**src/verilog/tapdu_map.vh**
```
// Constants of the T=0 command transport sequencer: cases, header codes,
// status bytes and header index and count values.
// Assumes inclusion by bare name from the design files.
`ifndef TAPDU_MAP_VH
`define TAPDU_MAP_VH

`define TAPDU_CASE_1        2'h0
`define TAPDU_CASE_2        2'h1
`define TAPDU_CASE_3        2'h2
`define TAPDU_CASE_4        2'h3

`define TAPDU_P3_ZERO       8'h00
`define TAPDU_GR_CLA        8'h00
`define TAPDU_GR_INS        8'hc0
`define TAPDU_GR_P1         8'h00
`define TAPDU_GR_P2         8'h00

`define TAPDU_SW1_MORE      8'h61
`define TAPDU_SW1_RELEN     8'h6c
`define TAPDU_SW1_WARN_A    8'h62
`define TAPDU_SW1_WARN_B    8'h63
`define TAPDU_SW_OK         16'h9000
`define TAPDU_SW1_APP_NIB   4'h9

`define TAPDU_HDR_LEN       3'h5
`define TAPDU_IDX_P3        3'h4
`define TAPDU_IDX_ZERO      3'h0
`define TAPDU_CNT_ZERO      8'h00
`define TAPDU_CNT_ONE       8'h01

`endif

```
**src/verilog/tapdu_sw_class.v**
```verilog
// Status word classifier for the T=0 sequencer.
// Assumes a completed SW1 SW2 pair on its inputs; purely combinational.
`timescale 1ns/1ps
`include "tapdu_map.vh"

module tapdu_sw_class
(
    input  wire [7:0] sw1,
    input  wire [7:0] sw2,
    output wire       is_more,
    output wire       is_relen,
    output wire       is_ok,
    output wire       is_soft
);

    // Soft status lets a case 4 command go on to fetch its data.
    assign is_more  = (sw1 == `TAPDU_SW1_MORE);
    assign is_relen = (sw1 == `TAPDU_SW1_RELEN);
    assign is_ok    = ({sw1, sw2} == `TAPDU_SW_OK);
    assign is_soft  = (sw1 == `TAPDU_SW1_WARN_A) || (sw1 == `TAPDU_SW1_WARN_B)
                    || ((sw1[7:4] == `TAPDU_SW1_APP_NIB) && !is_ok);

endmodule

```
**src/verilog/tapdu_sequencer.v**
```verilog
// T=0 command transport sequencer between application layer and smart card.
// Assumes a character layer below that sends tx bytes and reports card bytes
// tagged as data, procedure (ACK) or status words, one per pulse.
// Notes on behaviour
// - Consume 61xx and 6Cxx, never forward them; the code forwards them as the trailer in case 1 and 3.
// - Other status ends command, deliver response.
// - Case 4 soft status after data continues.
// - Case 1: header plus P3 zero, stop on status.
// - Case 2: P3 is Le, stop after data, status.
// - Data into body, status unchanged into trailer.
// - Case 3 and 4: P3 is Lc.
// - Procedure byte sends data; status stops command.
// - On 61xx, GET RESPONSE with P3 at most xx.
// - Case 4 soft status gives GET RESPONSE Le zero.
// - GET RESPONSE handled as case 2 exchange.
// - Case 4 trailer holds first status seen.
// - On 6Cxx resend previous header, P3 xx.
// - 61xx and 6Cxx only in case 2, 4.
// - Selection reads carry expected length zero.
// - Expected length zero means up to 256.
`timescale 1ns/1ps
`include "tapdu_map.vh"

module tapdu_sequencer
(
    input  wire       mclk,
    input  wire       arst_n,
    input  wire       cmd_valid,
    input  wire [1:0] cmd_case,
    input  wire [7:0] cmd_cla,
    input  wire [7:0] cmd_ins,
    input  wire [7:0] cmd_p1,
    input  wire [7:0] cmd_p2,
    input  wire [7:0] cmd_lc,
    input  wire [7:0] cmd_le,
    input  wire       cmd_sel_read,
    input  wire [7:0] cmd_data,
    input  wire       tx_ready,
    input  wire       card_data_valid,
    input  wire [7:0] card_data,
    input  wire       card_ack_valid,
    input  wire       card_sw_valid,
    input  wire [7:0] card_sw1,
    input  wire [7:0] card_sw2,
    output reg        cmd_ready_ff,
    output reg        cmd_data_req_ff,
    output reg  [7:0] cmd_data_idx_ff,
    output reg        tx_valid_ff,
    output reg  [7:0] tx_byte_ff,
    output reg        rsp_data_valid_ff,
    output reg  [7:0] rsp_data_ff,
    output reg        rsp_done_ff,
    output reg  [7:0] rsp_sw1_ff,
    output reg  [7:0] rsp_sw2_ff
);

    // ======================================================================
    // State codes
    localparam [2:0] ST_IDLE  = 3'h0;
    localparam [2:0] ST_HDR   = 3'h1;
    localparam [2:0] ST_WAIT  = 3'h2;
    localparam [2:0] ST_DATA  = 3'h3;
    localparam [2:0] ST_DONE  = 3'h4;

    reg [2:0]  state_ff;
    reg [1:0]  case_ff;
    reg [7:0]  hdr_ff [0:4];
    reg [2:0]  hidx_ff;
    reg [7:0]  lc_ff;
    reg        data_sent_ff;
    reg        in_gr_ff;
    reg        first_sw_ff;
    reg [15:0] first_sw_val_ff;

    wire sw_more;
    wire sw_relen;
    wire sw_ok;
    wire sw_soft;

    tapdu_sw_class u_class
    (
        .sw1      (card_sw1),
        .sw2      (card_sw2),
        .is_more  (sw_more),
        .is_relen (sw_relen),
        .is_ok    (sw_ok),
        .is_soft  (sw_soft)
    );

    // Case 2 and case 4 are the ones that expect response data.
    function data_out_case;
        input [1:0] c;
        begin
            data_out_case = (c == `TAPDU_CASE_2) || (c == `TAPDU_CASE_4);
        end
    endfunction

    wire retrieving = data_out_case(case_ff) || in_gr_ff;

    // ======================================================================
    // Sequencer
    integer i;

    always @(posedge mclk or negedge arst_n)
    begin
        if (!arst_n)
        begin
            state_ff          <= ST_IDLE;
            case_ff           <= `TAPDU_CASE_1;
            for (i = 0; i < `TAPDU_HDR_LEN; i = i + 1)
                hdr_ff[i] <= `TAPDU_P3_ZERO;
            hidx_ff           <= `TAPDU_IDX_ZERO;
            lc_ff             <= `TAPDU_CNT_ZERO;
            data_sent_ff      <= 1'b0;
            in_gr_ff          <= 1'b0;
            first_sw_ff       <= 1'b0;
            first_sw_val_ff   <= {`TAPDU_P3_ZERO, `TAPDU_P3_ZERO};
            cmd_ready_ff      <= 1'b0;
            cmd_data_req_ff   <= 1'b0;
            cmd_data_idx_ff   <= `TAPDU_CNT_ZERO;
            tx_valid_ff       <= 1'b0;
            tx_byte_ff        <= `TAPDU_P3_ZERO;
            rsp_data_valid_ff <= 1'b0;
            rsp_data_ff       <= `TAPDU_P3_ZERO;
            rsp_done_ff       <= 1'b0;
            rsp_sw1_ff        <= `TAPDU_P3_ZERO;
            rsp_sw2_ff        <= `TAPDU_P3_ZERO;
        end
        else
        begin
            rsp_done_ff       <= 1'b0;
            rsp_data_valid_ff <= 1'b0;
            cmd_data_req_ff   <= 1'b0;
            if (tx_valid_ff && tx_ready)
                tx_valid_ff <= 1'b0;
            // Returned data goes straight to the response body.
            if (card_data_valid && (state_ff == ST_WAIT))
            begin
                rsp_data_valid_ff <= 1'b1;
                rsp_data_ff       <= card_data;
            end
            case (state_ff)
                ST_IDLE:
                begin
                    cmd_ready_ff <= 1'b1;
                    if (cmd_valid && cmd_ready_ff)
                    begin
                        cmd_ready_ff <= 1'b0;
                        case_ff      <= cmd_case;
                        hdr_ff[0]    <= cmd_cla;
                        hdr_ff[1]    <= cmd_ins;
                        hdr_ff[2]    <= cmd_p1;
                        hdr_ff[3]    <= cmd_p2;
                        lc_ff        <= cmd_lc;
                        data_sent_ff <= 1'b0;
                        in_gr_ff     <= 1'b0;
                        first_sw_ff  <= 1'b0;
                        hidx_ff      <= `TAPDU_IDX_ZERO;
                        state_ff     <= ST_HDR;
                        case (cmd_case)
                            `TAPDU_CASE_1: hdr_ff[4] <= `TAPDU_P3_ZERO;
                            `TAPDU_CASE_2: hdr_ff[4] <= cmd_sel_read ?
                                           `TAPDU_P3_ZERO : cmd_le;
                            default:       hdr_ff[4] <= cmd_lc;
                        endcase
                    end
                end
                ST_HDR:
                begin
                    // Five header bytes leave in order from the stored copy.
                    if (!tx_valid_ff || tx_ready)
                    begin
                        tx_valid_ff <= 1'b1;
                        tx_byte_ff  <= hdr_ff[hidx_ff];
                        if (hidx_ff == `TAPDU_IDX_P3)
                            state_ff <= ST_WAIT;
                        else
                            hidx_ff <= hidx_ff + 3'h1;
                    end
                end
                ST_WAIT:
                begin
                    if (card_ack_valid && !in_gr_ff && !data_sent_ff
                        && !data_out_case(case_ff)
                        || card_ack_valid && (case_ff == `TAPDU_CASE_4)
                        && !in_gr_ff && !data_sent_ff)
                    begin
                        if (case_ff[1])
                        begin
                            cmd_data_idx_ff <= `TAPDU_CNT_ZERO;
                            cmd_data_req_ff <= 1'b1;
                            state_ff        <= ST_DATA;
                        end
                    end
                    else if (card_sw_valid)
                    begin
                        if (!first_sw_ff && !(retrieving && (sw_more || sw_relen)))
                        begin
                            first_sw_ff     <= 1'b1;
                            first_sw_val_ff <= {card_sw1, card_sw2};
                        end
                        hidx_ff <= `TAPDU_IDX_ZERO;
                        if (retrieving && sw_relen)
                        begin
                            hdr_ff[4] <= card_sw2;
                            state_ff  <= ST_HDR;
                        end
                        else if (retrieving && sw_more)
                        begin
                            hdr_ff[0] <= `TAPDU_GR_CLA;
                            hdr_ff[1] <= `TAPDU_GR_INS;
                            hdr_ff[2] <= `TAPDU_GR_P1;
                            hdr_ff[3] <= `TAPDU_GR_P2;
                            hdr_ff[4] <= card_sw2;
                            in_gr_ff  <= 1'b1;
                            state_ff  <= ST_HDR;
                        end
                        else if ((case_ff == `TAPDU_CASE_4) && data_sent_ff
                                 && !in_gr_ff && sw_soft)
                        begin
                            hdr_ff[0] <= `TAPDU_GR_CLA;
                            hdr_ff[1] <= `TAPDU_GR_INS;
                            hdr_ff[2] <= `TAPDU_GR_P1;
                            hdr_ff[3] <= `TAPDU_GR_P2;
                            hdr_ff[4] <= `TAPDU_P3_ZERO;
                            in_gr_ff  <= 1'b1;
                            state_ff  <= ST_HDR;
                        end
                        else
                        begin
                            state_ff <= ST_DONE;
                            if ((case_ff == `TAPDU_CASE_4) && first_sw_ff)
                            begin
                                rsp_sw1_ff <= first_sw_val_ff[15:8];
                                rsp_sw2_ff <= first_sw_val_ff[7:0];
                            end
                            else
                            begin
                                rsp_sw1_ff <= card_sw1;
                                rsp_sw2_ff <= card_sw2;
                            end
                        end
                    end
                end
                ST_DATA:
                begin
                    // Command data is sent in one run after the first ACK.
                    if (!tx_valid_ff || tx_ready)
                    begin
                        tx_valid_ff     <= 1'b1;
                        tx_byte_ff      <= cmd_data;
                        if (cmd_data_idx_ff + `TAPDU_CNT_ONE == lc_ff)
                        begin
                            data_sent_ff <= 1'b1;
                            state_ff     <= ST_WAIT;
                        end
                        else
                        begin
                            cmd_data_idx_ff <= cmd_data_idx_ff + `TAPDU_CNT_ONE;
                            cmd_data_req_ff <= 1'b1;
                        end
                    end
                end
                ST_DONE:
                begin
                    if (!tx_valid_ff)
                    begin
                        rsp_done_ff <= 1'b1;
                        state_ff    <= ST_IDLE;
                    end
                end
                default:
                    state_ff <= ST_IDLE;
            endcase
        end
    end

endmodule

```
**config.mk**
```make
export PLATFORM = sky130hd
export DESIGN_NAME = tapdu_sequencer
export DESIGN_NICKNAME = d
export VERILOG_FILES = /design/src/verilog/tapdu_sw_class.v /design/src/verilog/tapdu_sequencer.v
export VERILOG_INCLUDE_DIRS = /design/src /design/src/verilog
export SDC_FILE = /design/constraint.sdc
export NUM_CORES = 1
export LEC_CHECK = 0
export BUFFER_PORTS_ARGS = -buffer_cell sky130_fd_sc_hd__buf_2
export CORE_AREA = 4 4 143 145
export CTS_BUF_LIST = sky130_fd_sc_hd__clkbuf_4 sky130_fd_sc_hd__clkbuf_8 sky130_fd_sc_hd__clkbuf_16
export DETAILED_ROUTE_END_ITERATION = 12
export DIE_AREA = 0 0 147 149
export GPL_TIMING_DRIVEN = 0
export PLACE_DENSITY = 0.55
export SYNTH_ARGS = -nofsm -noshare
export SYNTH_HDL_FRONTEND = slang
export SYNTH_SLANG_ARGS = --single-unit
```
**constraint.sdc**
```tcl
create_clock -name mclk -period 2.4 [get_ports mclk]
set_input_delay 0.48 -clock mclk [delete_from_list [all_inputs] [get_ports mclk]]
set_output_delay 0.48 -clock mclk [all_outputs]
set_load 0.05 [all_outputs]
```
==> flow_summary.yaml <==
place:
  hpwl_um: 12400
  dpl-instance-area_um2: 6740
  dp.cells: 936
  routabilityCongestion: 0.803
  port_buffers: 133
yosys:
  synth.avg_cell_area_um2: 10.6
  synth_top_area_cell: "dfrtp_1"
  synthMuxAreaShare_pct: 10.9
  synth_ff_type: "dfrtp_1"
  synth-seq-cells: 120
  synth_seq_area_share_pct: 52.7
  synthXorXnorAreaFrac_pct: 1.54
  yosysTopAreaCellShare_pct: 52.7
  yosysWarnings: 0
  synthArstFlopShare_pct: 100
  synth_edf_count: 0
  synth_fa_ha_area_share_pct: 0.659
  synth.cell_area_um2: 5700
  syn_nets: 630
  netlist_instances: 537
  ys_top_cells_by_area: "dfrtp_1 (53%), nand2_1 (6.1%), a22o_1 (4.8%)"
  synth_compound_area_share_pct: 16.5
  yosys.area_share.simple_pct: 14.9
  synth_top_family_by_area: "compound AO/OA/AOI/OAI gates"
  synth_cell_types: 56
clock_tree:
  insertion_delay_ns: 0.42
  clk_pin_slew_worst_paths_ns: 0.06
  cts_root_buffer: "clkbuf_16"
  cts-buffers-inserted: 17
  clockBufferDepth: 2
  htreeDepth: 4
  tritoncts: "built"
  cts_num_sinks: 120
worst_hold_path:
  min-delay-start: "cmd_ins[0]"
  min_path_type: "in2reg"
cells_and_area:
  fillers: 1947
  fin_cells: 974
  final_nets: 789
  antenna_cells: 0
  area_growth_pct: 32.4
  design_area_um2: 7550
  drive_gt1_share_pct: 34.6
global_routing:
  grt_pass1_wl_um: 26500
  grt_start_max_net_pins: 86
  antenna_found_initial: 1
  grt_use_total_pct: 15.7
  overflow: 0
  grt_pass1_vias: 4717
power_and_ir_drop:
  p_switching_mw: 4.48
  p_per_area_nw_per_um2: 1450
  p_int_mw: 6.47
  share_comb_of_total_power_pct: 42.6
  power_frac_seq_pct: 32.2
  p_leak_nw: 3.63
  clockPowerShare_pct: 25.2
  sw_frac_of_total_pct: 40.9
  ir_worst_vdd_v: 0.000633
  post-layout-total-power_mw: 10.9
worst_setup_path:
  path_class: "reg2reg"
  startpoint: "cmd_data_idx_ff[5]"
  crit_fanout: 7
  arrival_ns: 2.88
  worstReg2RegStart: "cmd_data_idx_ff[5]"
  endpoint_kind: "flip-flop"
  required_ns: 2.70
  cp-start-kind: "flip-flop"
detailed_routing:
  vias: 4679
  wl_per_cell_um: 17.3
  postRouteAntennaNets: 0
  via_per_inst: 4.80
  wl_um: 16900
  initialDrtViolationCount: 254
  drc: 0
  drtPass1Iterations: 4
sta:
  fin_hold_ws_ns: 0.288
  worstMarginPinSlew_ns: 0.841
  slew_headroom_pct: 43.5
  postLayoutSetupSlackWorst_ns: -0.180
  final_hold_viol_count: 0
  setup_violations: 11
  maxSlewViolCount: 0
  period_needed_ns: 2.58
  rsz0062_at_grt: "yes"
  skew_ns: 0.0121
  max_freq_mhz: 388
  fin_crit_sh_pct: 108
  tns_ns: -1.11
floorplanning:
  initial_core_util_pct: 29.7
  die_area_um2: 21900
  die_x_um: 147
  rows: 51
  io-pin-count: 135
  die_y_um: 149
  core_region_area_um2: 19200
run_status:
  violations: "negative setup slack"
  status: "finished, violations left"
job:
  cap_violations: 0
## area by class of cell
type	instances	area [µm²]	share of cell area, %
plain buffers	28	134	1.77
clock buffers	21	468	6.20
clock inverters	11	171	2.27
inverters	11	41.3	0.547
multi-input cells	377	2640	34.9
flip-flops and latches	120	3010	39.9
well taps	265	332	4.39
repair buffers	141	754	10.0
## worst max-delay path, stage by stage, from the launching register on
cell and delay [ns]:
dfrtp_2 0.43, xor2_2 0.20, mux2_4 0.31, o32a_1 0.29
a2111o_1 0.32, o41ai_2 0.37, buf_4 0.22, nor3_1 0.05
a211o_1 0.26
## stage by stage
stage	util (%)	setup slack [ns]
finish	39.3	-0.180
global route	39.3	-0.306
CTS	38.8	-0.205
detailed placement	35.1	-0.557
global placement	34.9	-1.09
floorplan	-	-0.224
## flip-flops by register name (all words and copies together), names as in the netlist
register	flops
hdr_ff	40
first_sw_val_ff	16
cmd_data_idx_ff	8
lc_ff	8
rsp_data_ff	8
rsp_sw1_ff	8
rsp_sw2_ff	8
tx_byte_ff	8
hidx_ff	3
state_ff	3
case_ff	2
cmd_data_req_ff	1
cmd_ready_ff	1
data_sent_ff	1
first_sw_ff	1
in_gr_ff	1
rsp_data_valid_ff	1
rsp_done_ff	1
tx_valid_ff	1
## power by group through the flow
stage                     Combinational, mW  Sequential [mW]  Clock, mW
final                                  4.66             3.53       2.76
after global routing                   5.12             3.65       2.91
after CTS                              4.65             3.52       2.81
after detailed placement               4.54             3.54          0
after global placement                 4.49             3.54          0
after floorplan                        2.29             4.53          0
## kinds of logic after synthesis
| kind of cell | after synthesis |
|---|---|
| compound gates | 133 |
| xor+xnor | 10 |
| fa+ha+maj | 3 |
| buf+inv | 40 |
| flops | 120 |
| mux | 49 |
| simple gates | 182 |
## what timing repair did
action	CTS	global route
gates resized for setup	14	23
pin swaps	2	5
hold buffers	1	0
gates cloned	0	0
endpoints found under the hold margin	35	0
buffers inserted	3	3
setup endpoints to repair	68	90
## cells in the mapped netlist, drive strengths merged (2+ instances only)
| library cell | number |
|---|---|
| nor2b | 10 |
| nand2b | 5 |
| buf | 7 |
| nor2 | 24 |
| xor2 | 4 |
| nand3 | 17 |
| mux2 | 25 |
| nor3b | 3 |
| and3 | 3 |
| o21ai | 42 |
| mux4 | 8 |
| a22oi | 8 |
| a221oi | 8 |
| nor3 | 6 |
| a22o | 31 |
| o221ai | 2 |
| a21o | 6 |
| mux2i | 16 |
| inv | 10 |
| a21oi | 11 |
| and2 | 5 |
| dfrtp | 120 |
| nand3b | 3 |
| a2111o | 2 |
| ha | 3 |
| nor4 | 3 |
| xnor2 | 6 |
| or3 | 2 |
| a211o | 2 |
| clkbuf | 22 |
| nand2 | 93 |
| o31ai | 11 |
## per-layer routing
metal,share of wire [%],global-route usage (%),vias to the layer above,wire (µm)
li1,-,-,2271,-
met1,47,21.7,2278,7970
met2,47,24.6,116,7900
met3,5.1,4.01,12,860
met4,0.81,4.61,2,137
met5,0.041,0,-,7
## final timing paths
path / to / slack [ns] / depth (start not counted)
max in group asynchronous: cmd_data_idx_ff[1] / 1.12 / 3
worst min register to register: tx_byte_ff[5] / 0.47 / 2
worst min-delay path: hdr_ff[24] / 0.29 / 2
worst max-delay path: cmd_data_idx_ff[5] / -0.18 / 8
min in group asynchronous: first_sw_val_ff[0] / 0.54 / 2
worst max register to register: cmd_data_idx_ff[5] / -0.18 / 8
## cells in the final DEF (no fill, tap or decap), types with 3 or more instances in the layout
master,netlist,final
mux4_2,8,8
and3_1,3,3
nor3_1,6,4
o31ai_1,11,10
a221oi_1,8,8
mux2i_1,16,16
nor2_1,24,23
a21oi_1,11,11
nand2b_1,5,5
buf_4,1,10
clkbuf_16,0,17
buf_2,4,135
nand2_1,93,92
nand3b_1,3,3
dfrtp_1,120,114
bufinv_16,0,4
nor4_1,3,3
mux2_2,24,24
dfrtp_2,0,6
o21ai_0,42,41
nand3_1,17,16
a22o_1,31,31
xnor2_1,6,6
clkbuf_1,22,15
nor2b_1,10,10
and2_1,3,3
inv_1,10,9
clkbuf_2,0,5
clkbuf_4,0,3
a21o_1,6,6
a22oi_1,8,8
clkinv_4,0,3
xor2_1,4,3
Power figures use the tool's default switching activity.
